==> src/trim_regs_pkg.sv <==
/*
 * Constants for the sensor trim register map: address codes, field
 * widths, command codes and the sleep key.
 * Assumes a telegram decoder outside that delivers checked fields.
 */
package trim_regs_pkg;
    // =========================================================
    // Address codes
    localparam logic [3:0] ADR_LOW_CLAMP = 4'h1;
    localparam logic [3:0] ADR_HIGH_CLAMP = 4'h2;
    localparam logic [3:0] ADR_QUIESCENT = 4'h3;
    localparam logic [3:0] ADR_GAIN = 4'h4;
    localparam logic [3:0] ADR_RANGE_FILTER = 4'h5;
    localparam logic [3:0] ADR_LOCK = 4'h6;
    localparam logic [3:0] ADR_CONV_RESULT = 4'h7;
    localparam logic [3:0] ADR_CONV_OFFSET = 4'h8;
    localparam logic [3:0] ADR_OSC_TRIM = 4'h9;
    localparam logic [3:0] ADR_TC_LINEAR = 4'hb;
    localparam logic [3:0] ADR_TC_QUAD = 4'hc;
    localparam logic [3:0] ADR_SPECIAL = 4'hd;
    localparam logic [3:0] ADR_SLEEP = 4'hf;
    // =========================================================
    // Field widths
    localparam int DATA_W = 14;
    localparam int LOW_CLAMP_W = 10;
    localparam int HIGH_CLAMP_W = 11;
    localparam int QUIESCENT_W = 11;
    localparam int GAIN_W = 14;
    localparam int RANGE_FILTER_W = 6;
    localparam int CONV_W = 14;
    localparam int CONV_OFFSET_W = 5;
    localparam int OSC_TRIM_W = 5;
    localparam int TC_LINEAR_W = 6;
    localparam int TC_QUAD_W = 5;
    localparam int SPECIAL_W = 8;
    localparam int SLEEP_W = 12;
    // Key that puts the sensor to sleep
    localparam logic [11:0] SLEEP_KEY = 12'h80f;
    // Magnitude limit of the linear coefficient
    localparam logic [4:0] TC_MAG_MAX = 5'h1f;
    // =========================================================
    // Command codes
    typedef enum logic [2:0] {
        CMD_READ = 3'b010,
        CMD_WRITE = 3'b011,
        CMD_STORE = 3'b100,
        CMD_ERASE = 3'b101,
        CMD_LOCK = 3'b111
    } command_t;
endpackage

==> src/sensor_trim_register_map.sv <==
/*
 * Trim register bank of the programmable linear sensor: volatile copies,
 * nonvolatile image, erase/store, lock and sleep/activate.
 * Assumes the telegram receiver delivers one decoded telegram per cmd_valid
 * pulse with parity already checked, and that the answer framer sends
 * ack/read data and the data_parity_bit outward.
 */
// Function
// - Two's complement: leading 1 negative, magnitude = inverted rest + 1.
// - Low clamp at code 1, 10-bit unsigned, read, write and store.
// - High clamp at code 2, 11-bit unsigned, read, write and store.
// - Quiescent level at code 3, 11-bit two's-complement, read/write/store.
// - Gain at code 4, 14-bit sign-and-magnitude, read, write and store.
// - Range/filter setting at code 5, 6-bit unsigned.
// - Linear coefficient at code 11, 6-bit sign-magnitude, -31 to 31.
// - Quadratic coefficient at code 12, 5-bit unsigned.
// - Conversion result at code 7 is read-only, 14-bit two's-complement.
// - Lock bit at code 6 changes only through the lock command.
// - Factory trims at codes 8, 9 and 13 are read-only.
// - Writing 0x80f to code 15 puts the sensor to sleep.
// - Activate pulse or power cycle wakes a sleeping sensor.
// - Writes touch only volatile copies; programmer stores before reading.
// - Erase then store act on all nonvolatile registers; address ignored.
// - Lock takes effect only from the next power-up; here it never does, since power-up clears it.
// - Command codes: 2 read, 3 write, 4 store, 5 erase, 7 lock.
// - Write takes value from last data bits; read places it first; here read data sits in the low bits, which go out last.
// - Data parity is 1 when the count of zeros is even.
// - After selection only the activated sensor acts on commands.
`timescale 1ns/1ns
module sensor_trim_register_map #(
    parameter int DATA_W = trim_regs_pkg::DATA_W
) (
    // Clock and power-up reset
    input wire logic ref_clk,
    input wire logic arst_n,
    // Decoded telegram from the receiver
    input wire logic cmd_valid,
    input wire logic [2:0] cmd_code,
    input wire logic [3:0] cmd_addr,
    input wire logic [DATA_W-1:0] cmd_data,
    // Activate pulse seen on the output pin
    input wire logic activate_pulse,
    // Sensor was put to sleep before a selection round
    input wire logic bus_select_mode,
    // Live values from the signal path and factory trims
    input wire logic [trim_regs_pkg::CONV_W-1:0] conv_value,
    input wire logic [trim_regs_pkg::CONV_OFFSET_W-1:0] conv_offset_trim,
    input wire logic [trim_regs_pkg::OSC_TRIM_W-1:0] osc_trim,
    input wire logic [trim_regs_pkg::SPECIAL_W-1:0] special_settings,
    // Answer towards the output framer
    output logic ack_valid,
    output logic [DATA_W-1:0] read_data,
    output logic data_parity_bit,
    output logic read_valid,
    // State to the rest of the sensor
    output logic sensor_active,
    output logic programming_enabled,
    output logic lock_flag,
    output logic [trim_regs_pkg::LOW_CLAMP_W-1:0] low_clamp_level,
    output logic [trim_regs_pkg::HIGH_CLAMP_W-1:0] high_clamp_level,
    output logic [trim_regs_pkg::QUIESCENT_W-1:0] quiescent_output_level,
    output logic [trim_regs_pkg::GAIN_W-1:0] gain_setting,
    output logic [trim_regs_pkg::RANGE_FILTER_W-1:0] range_filter_setting,
    output logic [trim_regs_pkg::TC_LINEAR_W-1:0] temp_coef_linear,
    output logic [trim_regs_pkg::TC_QUAD_W-1:0] temp_coef_quadratic
);

    // Widths other than the telegram's cannot be served by the read mux
    if (DATA_W != trim_regs_pkg::DATA_W) begin : g_bad_width
        $error("DATA_W must equal the telegram data width");
    end

    // =========================================================
    // Helpers

    // Zero count even gives a parity of one
    function automatic logic zero_parity(input logic [DATA_W-1:0] v);
        return ~(^(~v));
    endfunction

    // Clamp a sign-magnitude linear coefficient to +/-31
    function automatic logic [5:0] tc_limit(input logic [5:0] v);
        return v; // 5-bit magnitude cannot exceed 31
    endfunction

    // =========================================================
    // Command qualification

    logic selected;
    logic accept;
    logic is_write;
    logic is_read;
    logic is_store;
    logic is_erase;
    logic is_lock;
    logic sleep_hit;
    logic lock_pending;
    logic lock_locked;
    logic [DATA_W-1:0] next_read;

    // Only an active, selected sensor acts; lock never closes programming here
    assign accept = cmd_valid && sensor_active && selected
        && programming_enabled;
    assign is_read = accept && (cmd_code == trim_regs_pkg::CMD_READ);
    assign is_write = accept && (cmd_code == trim_regs_pkg::CMD_WRITE);
    assign is_store = accept && (cmd_code == trim_regs_pkg::CMD_STORE);
    assign is_erase = accept && (cmd_code == trim_regs_pkg::CMD_ERASE);
    assign is_lock = accept && (cmd_code == trim_regs_pkg::CMD_LOCK);
    // Exact key in the low 12 data bits only; bits 13:12 are not compared
    assign sleep_hit = is_write && (cmd_addr == trim_regs_pkg::ADR_SLEEP)
        && (cmd_data[trim_regs_pkg::SLEEP_W-1:0] == trim_regs_pkg::SLEEP_KEY);
    assign programming_enabled = ~lock_locked;
    assign lock_flag = lock_pending | lock_locked;

    // =========================================================
    // Volatile copies; the low bits of the data carry the value

    // Writes land in the volatile copy only
    always_ff @(posedge ref_clk or negedge arst_n) begin
        if (!arst_n) begin
            low_clamp_level <= '0;
            high_clamp_level <= '0;
            quiescent_output_level <= '0;
            gain_setting <= '0;
            range_filter_setting <= '0;
            temp_coef_linear <= '0;
            temp_coef_quadratic <= '0;
        end else if (is_write) begin
            if (cmd_addr == trim_regs_pkg::ADR_LOW_CLAMP) begin
                low_clamp_level <= cmd_data[trim_regs_pkg::LOW_CLAMP_W-1:0];
            end else if (cmd_addr == trim_regs_pkg::ADR_HIGH_CLAMP) begin
                high_clamp_level <=
                    cmd_data[trim_regs_pkg::HIGH_CLAMP_W-1:0];
            end else if (cmd_addr == trim_regs_pkg::ADR_QUIESCENT) begin
                quiescent_output_level <=
                    cmd_data[trim_regs_pkg::QUIESCENT_W-1:0];
            end else if (cmd_addr == trim_regs_pkg::ADR_GAIN) begin
                gain_setting <=
                    cmd_data[trim_regs_pkg::GAIN_W-1:0];
            end else if (cmd_addr == trim_regs_pkg::ADR_RANGE_FILTER) begin
                range_filter_setting <=
                    cmd_data[trim_regs_pkg::RANGE_FILTER_W-1:0];
            end else if (cmd_addr == trim_regs_pkg::ADR_TC_LINEAR) begin
                temp_coef_linear <=
                    tc_limit(cmd_data[trim_regs_pkg::TC_LINEAR_W-1:0]);
            end else if (cmd_addr == trim_regs_pkg::ADR_TC_QUAD) begin
                temp_coef_quadratic <=
                    cmd_data[trim_regs_pkg::TC_QUAD_W-1:0];
            end
            // Codes 6, 7, 8, 9, 13, 15 and unmapped ones fall through
        end
    end

    // =========================================================
    // Nonvolatile image; erase clears, store ORs in, like real cells

    localparam int NV_W = trim_regs_pkg::LOW_CLAMP_W
        + trim_regs_pkg::HIGH_CLAMP_W + trim_regs_pkg::QUIESCENT_W
        + trim_regs_pkg::GAIN_W + trim_regs_pkg::RANGE_FILTER_W
        + trim_regs_pkg::TC_LINEAR_W + trim_regs_pkg::TC_QUAD_W;
    logic [NV_W-1:0] nv_image;
    logic [NV_W-1:0] ram_image;
    assign ram_image = {low_clamp_level, high_clamp_level,
        quiescent_output_level, gain_setting, range_filter_setting,
        temp_coef_linear, temp_coef_quadratic};

    // Address is ignored; all cells act together
    always_ff @(posedge ref_clk or negedge arst_n) begin
        if (!arst_n) begin
            nv_image <= '0;
        end else if (is_erase) begin
            nv_image <= '0;
        end else if (is_store) begin
            nv_image <= nv_image | ram_image;
        end
    end

    // Lock bit survives erase; power-up clears it, so it is never enforced
    always_ff @(posedge ref_clk or negedge arst_n) begin
        if (!arst_n) begin
            lock_pending <= 1'b0;
        end else if (is_lock) begin
            lock_pending <= 1'b1;
        end
    end

    // No nonvolatile lock cell modelled here: this flop resets to 0 and only
    // holds its value, so the lock never closes programming
    always_ff @(posedge ref_clk or negedge arst_n) begin
        if (!arst_n) begin
            lock_locked <= 1'b0;
        end else begin
            lock_locked <= lock_locked;
        end
    end

    // =========================================================
    // Sleep and selection

    // Wake wins over a sleep key in the same cycle
    always_ff @(posedge ref_clk or negedge arst_n) begin
        if (!arst_n) begin
            sensor_active <= 1'b1;
        end else if (activate_pulse) begin
            sensor_active <= 1'b1;
        end else if (sleep_hit) begin
            sensor_active <= 1'b0;
        end
    end

    // Selection: in a shared round only a pulsed sensor listens
    always_ff @(posedge ref_clk or negedge arst_n) begin
        if (!arst_n) begin
            selected <= 1'b1;
        end else if (activate_pulse) begin
            selected <= 1'b1;
        end else if (bus_select_mode && !sensor_active) begin
            selected <= 1'b0;
        end
    end

    // =========================================================
    // Read mux; value sits in the low bits, which the framer sends last

    always_comb begin
        next_read = '0;
        if (cmd_addr == trim_regs_pkg::ADR_LOW_CLAMP) begin
            next_read = DATA_W'(low_clamp_level);
        end else if (cmd_addr == trim_regs_pkg::ADR_HIGH_CLAMP) begin
            next_read = DATA_W'(high_clamp_level);
        end else if (cmd_addr == trim_regs_pkg::ADR_QUIESCENT) begin
            next_read = DATA_W'(quiescent_output_level);
        end else if (cmd_addr == trim_regs_pkg::ADR_GAIN) begin
            next_read = gain_setting;
        end else if (cmd_addr == trim_regs_pkg::ADR_RANGE_FILTER) begin
            next_read = DATA_W'(range_filter_setting);
        end else if (cmd_addr == trim_regs_pkg::ADR_LOCK) begin
            next_read = DATA_W'(lock_flag);
        end else if (cmd_addr == trim_regs_pkg::ADR_CONV_RESULT) begin
            next_read = conv_value;
        end else if (cmd_addr == trim_regs_pkg::ADR_CONV_OFFSET) begin
            next_read = DATA_W'(conv_offset_trim);
        end else if (cmd_addr == trim_regs_pkg::ADR_OSC_TRIM) begin
            next_read = DATA_W'(osc_trim);
        end else if (cmd_addr == trim_regs_pkg::ADR_TC_LINEAR) begin
            next_read = DATA_W'(temp_coef_linear);
        end else if (cmd_addr == trim_regs_pkg::ADR_TC_QUAD) begin
            next_read = DATA_W'(temp_coef_quadratic);
        end else if (cmd_addr == trim_regs_pkg::ADR_SPECIAL) begin
            next_read = DATA_W'(special_settings);
        end
    end

    // Answer registers; framer shifts MSB first so low bits go out last
    always_ff @(posedge ref_clk or negedge arst_n) begin
        if (!arst_n) begin
            read_data <= '0;
            data_parity_bit <= 1'b1;
            read_valid <= 1'b0;
            ack_valid <= 1'b0;
        end else begin
            ack_valid <= accept && (is_read || is_write || is_store
                || is_erase || is_lock);
            read_valid <= is_read;
            if (is_read) begin
                read_data <= next_read;
                data_parity_bit <= zero_parity(next_read);
            end
        end
    end

    // =========================================================
    // Checks

    a_write_ro_ignored: assert property (@(posedge ref_clk)
        disable iff (!arst_n)
        (cmd_valid && cmd_code == trim_regs_pkg::CMD_WRITE
        && (cmd_addr == trim_regs_pkg::ADR_CONV_RESULT
        || cmd_addr == trim_regs_pkg::ADR_SPECIAL))
        |=> $stable(ram_image))
        else $error("write to read-only code changed a register");

    a_sleep_key: assert property (@(posedge ref_clk)
        disable iff (!arst_n)
        sleep_hit && !activate_pulse |=> !sensor_active)
        else $error("sleep key did not deactivate");

    a_wake_pulse: assert property (@(posedge ref_clk)
        disable iff (!arst_n)
        activate_pulse |=> sensor_active && selected)
        else $error("activate pulse did not wake sensor");

    a_sleeping_deaf: assert property (@(posedge ref_clk)
        disable iff (!arst_n)
        !sensor_active && !activate_pulse ##1 !activate_pulse
        |-> !ack_valid)
        else $error("sleeping sensor answered");

    a_erase_all: assert property (@(posedge ref_clk)
        disable iff (!arst_n)
        is_erase |=> nv_image == '0)
        else $error("erase left cells set");

    a_store_all: assert property (@(posedge ref_clk)
        disable iff (!arst_n)
        is_erase ##1 (!is_store) [*2] ##1 is_store
        |=> nv_image == $past(ram_image))
        else $error("store did not copy every register");

    a_lock_latched: assert property (@(posedge ref_clk)
        disable iff (!arst_n)
        is_lock |=> lock_flag [*8])
        else $error("lock bit not held");

    a_lock_deferred: assert property (@(posedge ref_clk)
        disable iff (!arst_n)
        is_lock |=> programming_enabled)
        else $error("lock acted before power-up");

    a_read_parity: assert property (@(posedge ref_clk)
        disable iff (!arst_n)
        read_valid |-> data_parity_bit == ($countones(~read_data) % 2 == 0))
        else $error("data parity wrong");

    a_gain_write: assert property (@(posedge ref_clk)
        disable iff (!arst_n)
        is_write && cmd_addr == trim_regs_pkg::ADR_GAIN
        |=> gain_setting == $past(cmd_data))
        else $error("gain write lost");

endmodule // sensor_trim_register_map

==> config.mk <==
export PLATFORM = sky130hd
export DESIGN_NAME = sensor_trim_register_map
export DESIGN_NICKNAME = d
export VERILOG_FILES = /design/src/trim_regs_pkg.sv /design/src/sensor_trim_register_map.sv
export SDC_FILE = /design/constraint.sdc
export NUM_CORES = 1
export LEC_CHECK = 0
export BUFFER_PORTS_ARGS = -buffer_cell sky130_fd_sc_hd__buf_2
export CAP_MARGIN = 25
export CORE_MARGIN = 8
export CORE_UTILIZATION = 52
export DETAILED_ROUTE_END_ITERATION = 8
export PLACE_DENSITY = 0.81
export SYNTH_ARGS = -nofsm -noshare
export SYNTH_HDL_FRONTEND = slang
export SYNTH_SLANG_ARGS = --single-unit
==> constraint.sdc <==
create_clock -name ref_clk -period 2.9 [get_ports ref_clk]
set_input_delay 0.58 -clock ref_clk [delete_from_list [all_inputs] [get_ports ref_clk]]
set_output_delay 0.58 -clock ref_clk [all_outputs]
set_load 0.02 [all_outputs]
Word-level counts from Yosys, hierarchy flattened
Cells that the tools add are included.
- register bits: 83
- input port bits: 58
- logic and storage cells: 83
- output and inout port bits: 83
- multiplexer cells: 16
- reductions and logical operators: 26
- equal/unequal tests: 19
- bitwise logic cells: 8
- operator list (cell ; count):
    14-bit two-way mux ; 7
    8-bit two-way mux ; 5
    4-bit equality test, second input constant ; 6
    4-bit by 3-bit equality test with 1-bit output, second input constant ; 4
    14-bit inverter ; 1
    14-bit parity ; 1
    12-bit equality test, second input constant ; 1
    1-bit logical AND ; 11
    3-bit equality test, second input constant ; 3
    4-bit by 2-bit equality test with 1-bit output, second input constant ; 2
    8-bit AND reduction ; 1
    1-bit inverter ; 7
    7-bit AND reduction ; 1
    3-bit by 2-bit equality test with 1-bit output, second input constant ; 2
    6-bit AND reduction ; 1
    5-bit AND reduction ; 1
    4-bit by 1-bit equality test with 1-bit output, second input constant ; 1
    1-bit logical OR ; 4
    1-bit two-way mux ; 4
    4-bit AND reduction ; 1
    2-bit nonzero test ; 2
    3-bit AND reduction ; 1
    2-bit AND reduction ; 1
    1-bit zero test ; 1

Depth between registers and ports, before layout
- depth in word-level cells: 16
- gate-level depth with buffers: 11

Least setup slack after synthesis
Ideal clock, no wire load.
- path type: in2reg
- start point: in cmd_addr[1]
- end point: reg data_parity_bit
- buffers on the path: 2
- library setup time: 0.072 ns
- required time: 2.828 ns
- setup slack: 0.389 ns
- data arrival time: 2.439 ns
- stages on the path: 10
- cell sequence: buf_6 -> and2_1 -> buf_6 -> a22o_1 -> a21oi_1 -> o32a_1 -> a21oi_2 -> xnor3_1 -> xnor3_1 -> o21ai_1
- longest elaborated chain between the ends: 16
- elaborated cells on any way between the ends: 27
- those cells by class: eq/ne: 12; mux: 12; bitwise: 2; reduce/logical: 1
- ends and longest elaborated chain (what ; line ; text):
    start, declared ; sensor_trim_register_map.sv:39 ; input wire logic [3:0] cmd_addr,
    4-bit equality test ; sensor_trim_register_map.sv:249 ; end else if (cmd_addr == trim_regs_pkg::ADR_SPECIAL) begin
    8-bit two-way mux ; sensor_trim_register_map.sv:249 ;
    8-bit two-way mux ; sensor_trim_register_map.sv:247 ; end else if (cmd_addr == trim_regs_pkg::ADR_TC_QUAD) begin
    8-bit two-way mux ; sensor_trim_register_map.sv:245 ; end else if (cmd_addr == trim_regs_pkg::ADR_TC_LINEAR) begin
    8-bit two-way mux ; sensor_trim_register_map.sv:243 ; end else if (cmd_addr == trim_regs_pkg::ADR_OSC_TRIM) begin
    8-bit two-way mux ; sensor_trim_register_map.sv:241 ; end else if (cmd_addr == trim_regs_pkg::ADR_CONV_OFFSET) begin
    14-bit two-way mux ; sensor_trim_register_map.sv:239 ; end else if (cmd_addr == trim_regs_pkg::ADR_CONV_RESULT) begin
    14-bit two-way mux ; sensor_trim_register_map.sv:237 ; end else if (cmd_addr == trim_regs_pkg::ADR_LOCK) begin
    14-bit two-way mux ; sensor_trim_register_map.sv:235 ; end else if (cmd_addr == trim_regs_pkg::ADR_RANGE_FILTER) begin
    14-bit two-way mux ; sensor_trim_register_map.sv:233 ; end else if (cmd_addr == trim_regs_pkg::ADR_GAIN) begin
    14-bit two-way mux ; sensor_trim_register_map.sv:231 ; end else if (cmd_addr == trim_regs_pkg::ADR_QUIESCENT) begin
    14-bit two-way mux ; sensor_trim_register_map.sv:229 ; end else if (cmd_addr == trim_regs_pkg::ADR_HIGH_CLAMP) begin
    14-bit two-way mux (*) ; sensor_trim_register_map.sv:227 ; if (cmd_addr == trim_regs_pkg::ADR_LOW_CLAMP) begin
    14-bit inverter (*) ; sensor_trim_register_map.sv:78 ; return ~(^(~v));
    14-bit parity (*) ; sensor_trim_register_map.sv:78 ;
    1-bit inverter (*) ; sensor_trim_register_map.sv:78 ;
    end signal, assigned ; sensor_trim_register_map.sv:267 ; data_parity_bit <= zero_parity(next_read);
    end, declared ; sensor_trim_register_map.sv:53 ; output logic data_parity_bit,
Mark *: on every way between the ends. The rest lies on a longest branch, timed or not.
A chain may end at the register's enable or synchronous reset.

Worst setup path after layout
- start point: in cmd_addr[3]
- end point: reg data_parity_bit
The elaborated chain is that of the path after synthesis.

==> summary.md <==
• outcome: finished clean
• critical path startpoint: cmd_addr[3]
• # clock sinks: 83
• count of endpoints failing hold in the final timing report: 0
• Num CTS Buffers: 9
• Async SR Flop Fraction: 100%
• die height: 110 µm
• drt first pass iters: 5
• data required time at the worst endpoint: 3.18 ns
• sort of element at the end of the critical path: flip-flop
• relative area change from synthesis to final layout: 24.3%
• period utilization: 87.7%
• final routed DRC violation total: 0
• top-level port count: 141
• clock latency reported for the late side of the worst-skew pair: 0.36 ns
• placed wire-length estimate: 10900 µm
• critical path class: input port to flip-flop
• proportion of total power due to net switching: 30.4%
• Reg2Reg Launch Point: gain_setting[10]
• total number of nets in the final design: 619
• switching pwr: 0.000903 W
• Internal: 0.00206 W
• CTS root buf: clkbuf_8
• fraction of the yosys area taken by sequential cells: 45.8%
• slowest cell on the critical path: xnor3_1
• area fraction in compound gates after synthesis: 14.8%
• maximum number of pins on one net before global-route repair: 84
• detailed-route wire length: 14300 µm
• Final Setup Violations: 0
• cells resized by post-CTS repair: 0
• share of cells above drive strength 1: 46.6%
• Vias/cell: 6.09
• Synth Area in Simple Gates: 12.8%
• RSZ-0062 raised after global routing: false
• Wirelength per Cell: 21.2 µm
• antenna violations before repair: 0
• Fmax: 393 MHz
• CTS Hold Bufs: 0
• post-CTS setup buffer count: 0
• die outline width: 110 µm
• Synth Register Bits: 83
• Ys Warns: 0
• post-route ant nets: 0
• Setup Skew: 0.0121 ns
• worst-path maximum fanout: 15
• Clock Pin Slew Worst Setup and Hold Paths: 0.08 ns
• DRC marker count from the first detailed-route iteration: 381
• Core Region: 8590 µm²
• Sequential Power Share: 45.6%
• Worst Setup Start Kind: input port
• relative contribution of the clock network to total power: 31.0%
• vias in the first global route: 4175
• clock period minus worst slack: 2.54 ns
• weighted congestion at the end of routability-driven global placement: 0.945
• floorplan die area: 12000 µm²
• multiplexer fraction of the synthesized cell area: 19.0%
• number of vias in the routed layout: 4103
• GRT Total Usage: 24.0%
• number of nets in the synthesized netlist: 466
• Pins Over Slew Limit: 0
• number of enable flip-flop cells after synthesis: 0
• number of violations of the max-capacitance limit: 0
• residual overflow from global routing: 0
• final antenna diode count: 0
• Crit path largest cell delay: 0.40 ns
• adder-cell share of the synthesized area: 0%
• most repeated library cell on the critical path: xnor3_1
• dominant combinational cell family by area after synthesis: multiplexers
• first-pass GRT wire length: 22200 µm
• Port Buffers: 139
• CTS tree: yes
• Tightest Pin Transition: 0.539 ns
• ratio of total power to cell area: 525 nW/µm²
• Initial Utilization: 52.9%
• xor and xnor fraction of the mapped netlist area: 2.15%
• dominant synthesized flop cell: dfrtp_1
• sum of negative setup slack: 0 ns
• number of different library cells in the post-synthesis netlist: 63
• series of cell instances along the critical path: buf_2, buf_4, nor2b_1, a32oi_1, o2bb2ai_1, a31oi_1, xnor3_1, xnor3_1, o21ai_1
• Tightest Hold Check Type: input port to asynchronous set/reset pin
• data arrival time of the worst path: 2.83 ns
• Synth Area per Inst: 11.1 µm²
• Slew Limit Headroom: 63.6%
• num rows: 34
• Cell Area, Synth: 4550 µm²
• number of buffers between clock root and the deepest sink: 2
• CTS H-tree lvls: 3
• cell leakage power: 2.95 nW
• placed cell areas: 5410 µm²
• number of standard cells after synthesis: 408
• Max VDD drop: 0.256 mV
• area of all placed cells without fillers: 5650 µm²
• part of the total power dissipated in combinational logic: 23.4%
[final cells by class]
cell class	instances	area [µm²]
inverters	7	26.3
clock inverters	4	73.8
repair buffers	169	968
multi-input cells	291	2220
clock buffers	12	145
well taps	108	135
fillers	679	2940
flip-flops and latches	83	2080
[state kept, by name (all words and copies together), names as in the netlist, 5 cells and up]
register and count:
gain_setting 14, high_clamp_level 11, low_clamp_level 10, quiescent_output_level 11
range_filter_setting 6, read_data 14, temp_coef_linear 6, temp_coef_quadratic 5
[cells in the final DEF, fill, tap and decap left out, types with 6 or more instances in the layout]
master,count
buf_2,138
dfrtp_1,80
mux2_2,67
nand2_1,37
buf_4,28
nor2_1,26
a21oi_1,14
o21ai_0,12
mux2i_1,11
a22oi_1,10
nand3_1,10
clkbuf_8,10
a31oi_1,8
a22o_1,8
o22ai_1,8
nand2b_1,7
inv_1,6
[synth_stat cells (all sizes together), types with 3 or more instances]
| cell type | number | area share (%) |
|---|---|---|
| a2111oi | 3 | 0.99 |
| a21o | 3 | 0.50 |
| a21oi | 15 | 1.7 |
| a221oi | 5 | 0.96 |
| a22o | 8 | 1.5 |
| a22oi | 10 | 1.7 |
| a31oi | 8 | 1.1 |
| buf | 22 | 4.3 |
| clkbuf | 5 | 0.41 |
| dfrtp | 80 | 44 |
| dfstp | 3 | 1.7 |
| inv | 7 | 0.58 |
| mux2 | 67 | 17 |
| mux2i | 11 | 2.4 |
| nand2 | 37 | 3.1 |
| nand2b | 7 | 0.96 |
| nand3 | 10 | 1.1 |
| nand3b | 4 | 0.66 |
| nor2 | 26 | 2.1 |
| nor2b | 6 | 0.99 |
| nor3b | 3 | 0.74 |
| o21ai | 13 | 1.4 |
| o22ai | 9 | 1.4 |
| o32ai | 4 | 0.94 |
| xnor2 | 4 | 0.77 |
[cells by family after synthesis]
family	after synthesis
simple gates	112
xor+xnor	8
compound gates	92
mux	78
flops	83
other cells	1
buf+inv	34
[power groups by stage]
stage | registers (W) | clock network (W) | logic, W
after detailed placement | 0.00137 | 0 | 0.000687
final | 0.00135 | 0.000918 | 0.000693
after floorplan | 0.00148 | 0 | 0.000292
after global routing | 0.00137 | 0.000981 | 0.000742
after global placement | 0.00137 | 0 | 0.000671
after CTS | 0.00135 | 0.000928 | 0.000691
[final timing paths]
path                       slack, ns  cells past startpoint                        end
setup / recovery                0.36                      9            data_parity_bit
hold / removal                  0.14                      1    range_filter_setting[0]
setup reg to reg                0.52                      8            data_parity_bit
hold reg to reg                 0.48                      2               read_data[1]
max in group asynchronous       2.17                      2  quiescent_output_level[7]
min in group ref_clk            0.42                      2                   selected
[through the flow]
stage	util, %	hold slack (ns)	power (W)	worst slack [ns]	cells
5_1_grt	65.8	0.163	0.00309	0.251	674
3_5_place_dp	62.9	0.468	0.00206	0.0501	657
4_1_cts	65.5	0.425	0.00297	0.397	673
6_report	65.8	0.137	0.00297	0.356	674
2_1_floorplan	-	0.284	0.00178	0.389	408
3_3_place_gp	62.9	0.458	0.00204	0.109	657
[per-layer routing]
| metal | up-vias | GRT usage (%) | wire length (µm) |
|---|---|---|---|
| met3 | 40 | 6.80 | 1550 |
| li1 | 1808 | - | - |
| met4 | 0 | 10.7 | 447 |
| met2 | 267 | 39.2 | 6730 |
| met1 | 1988 | 29.1 | 5560 |
| met5 | - | 0 | 0 |
[critical path: cells and delay by family]
family	cells	cell delay [ns]
and+or+nand+nor	1	0.25
buffers and inverters	2	0.50
AOI/OAI and AO/OA	4	0.74
xor gates and xnor gates	2	0.74
No activity file was read; power rests on OpenSTA's default activity.
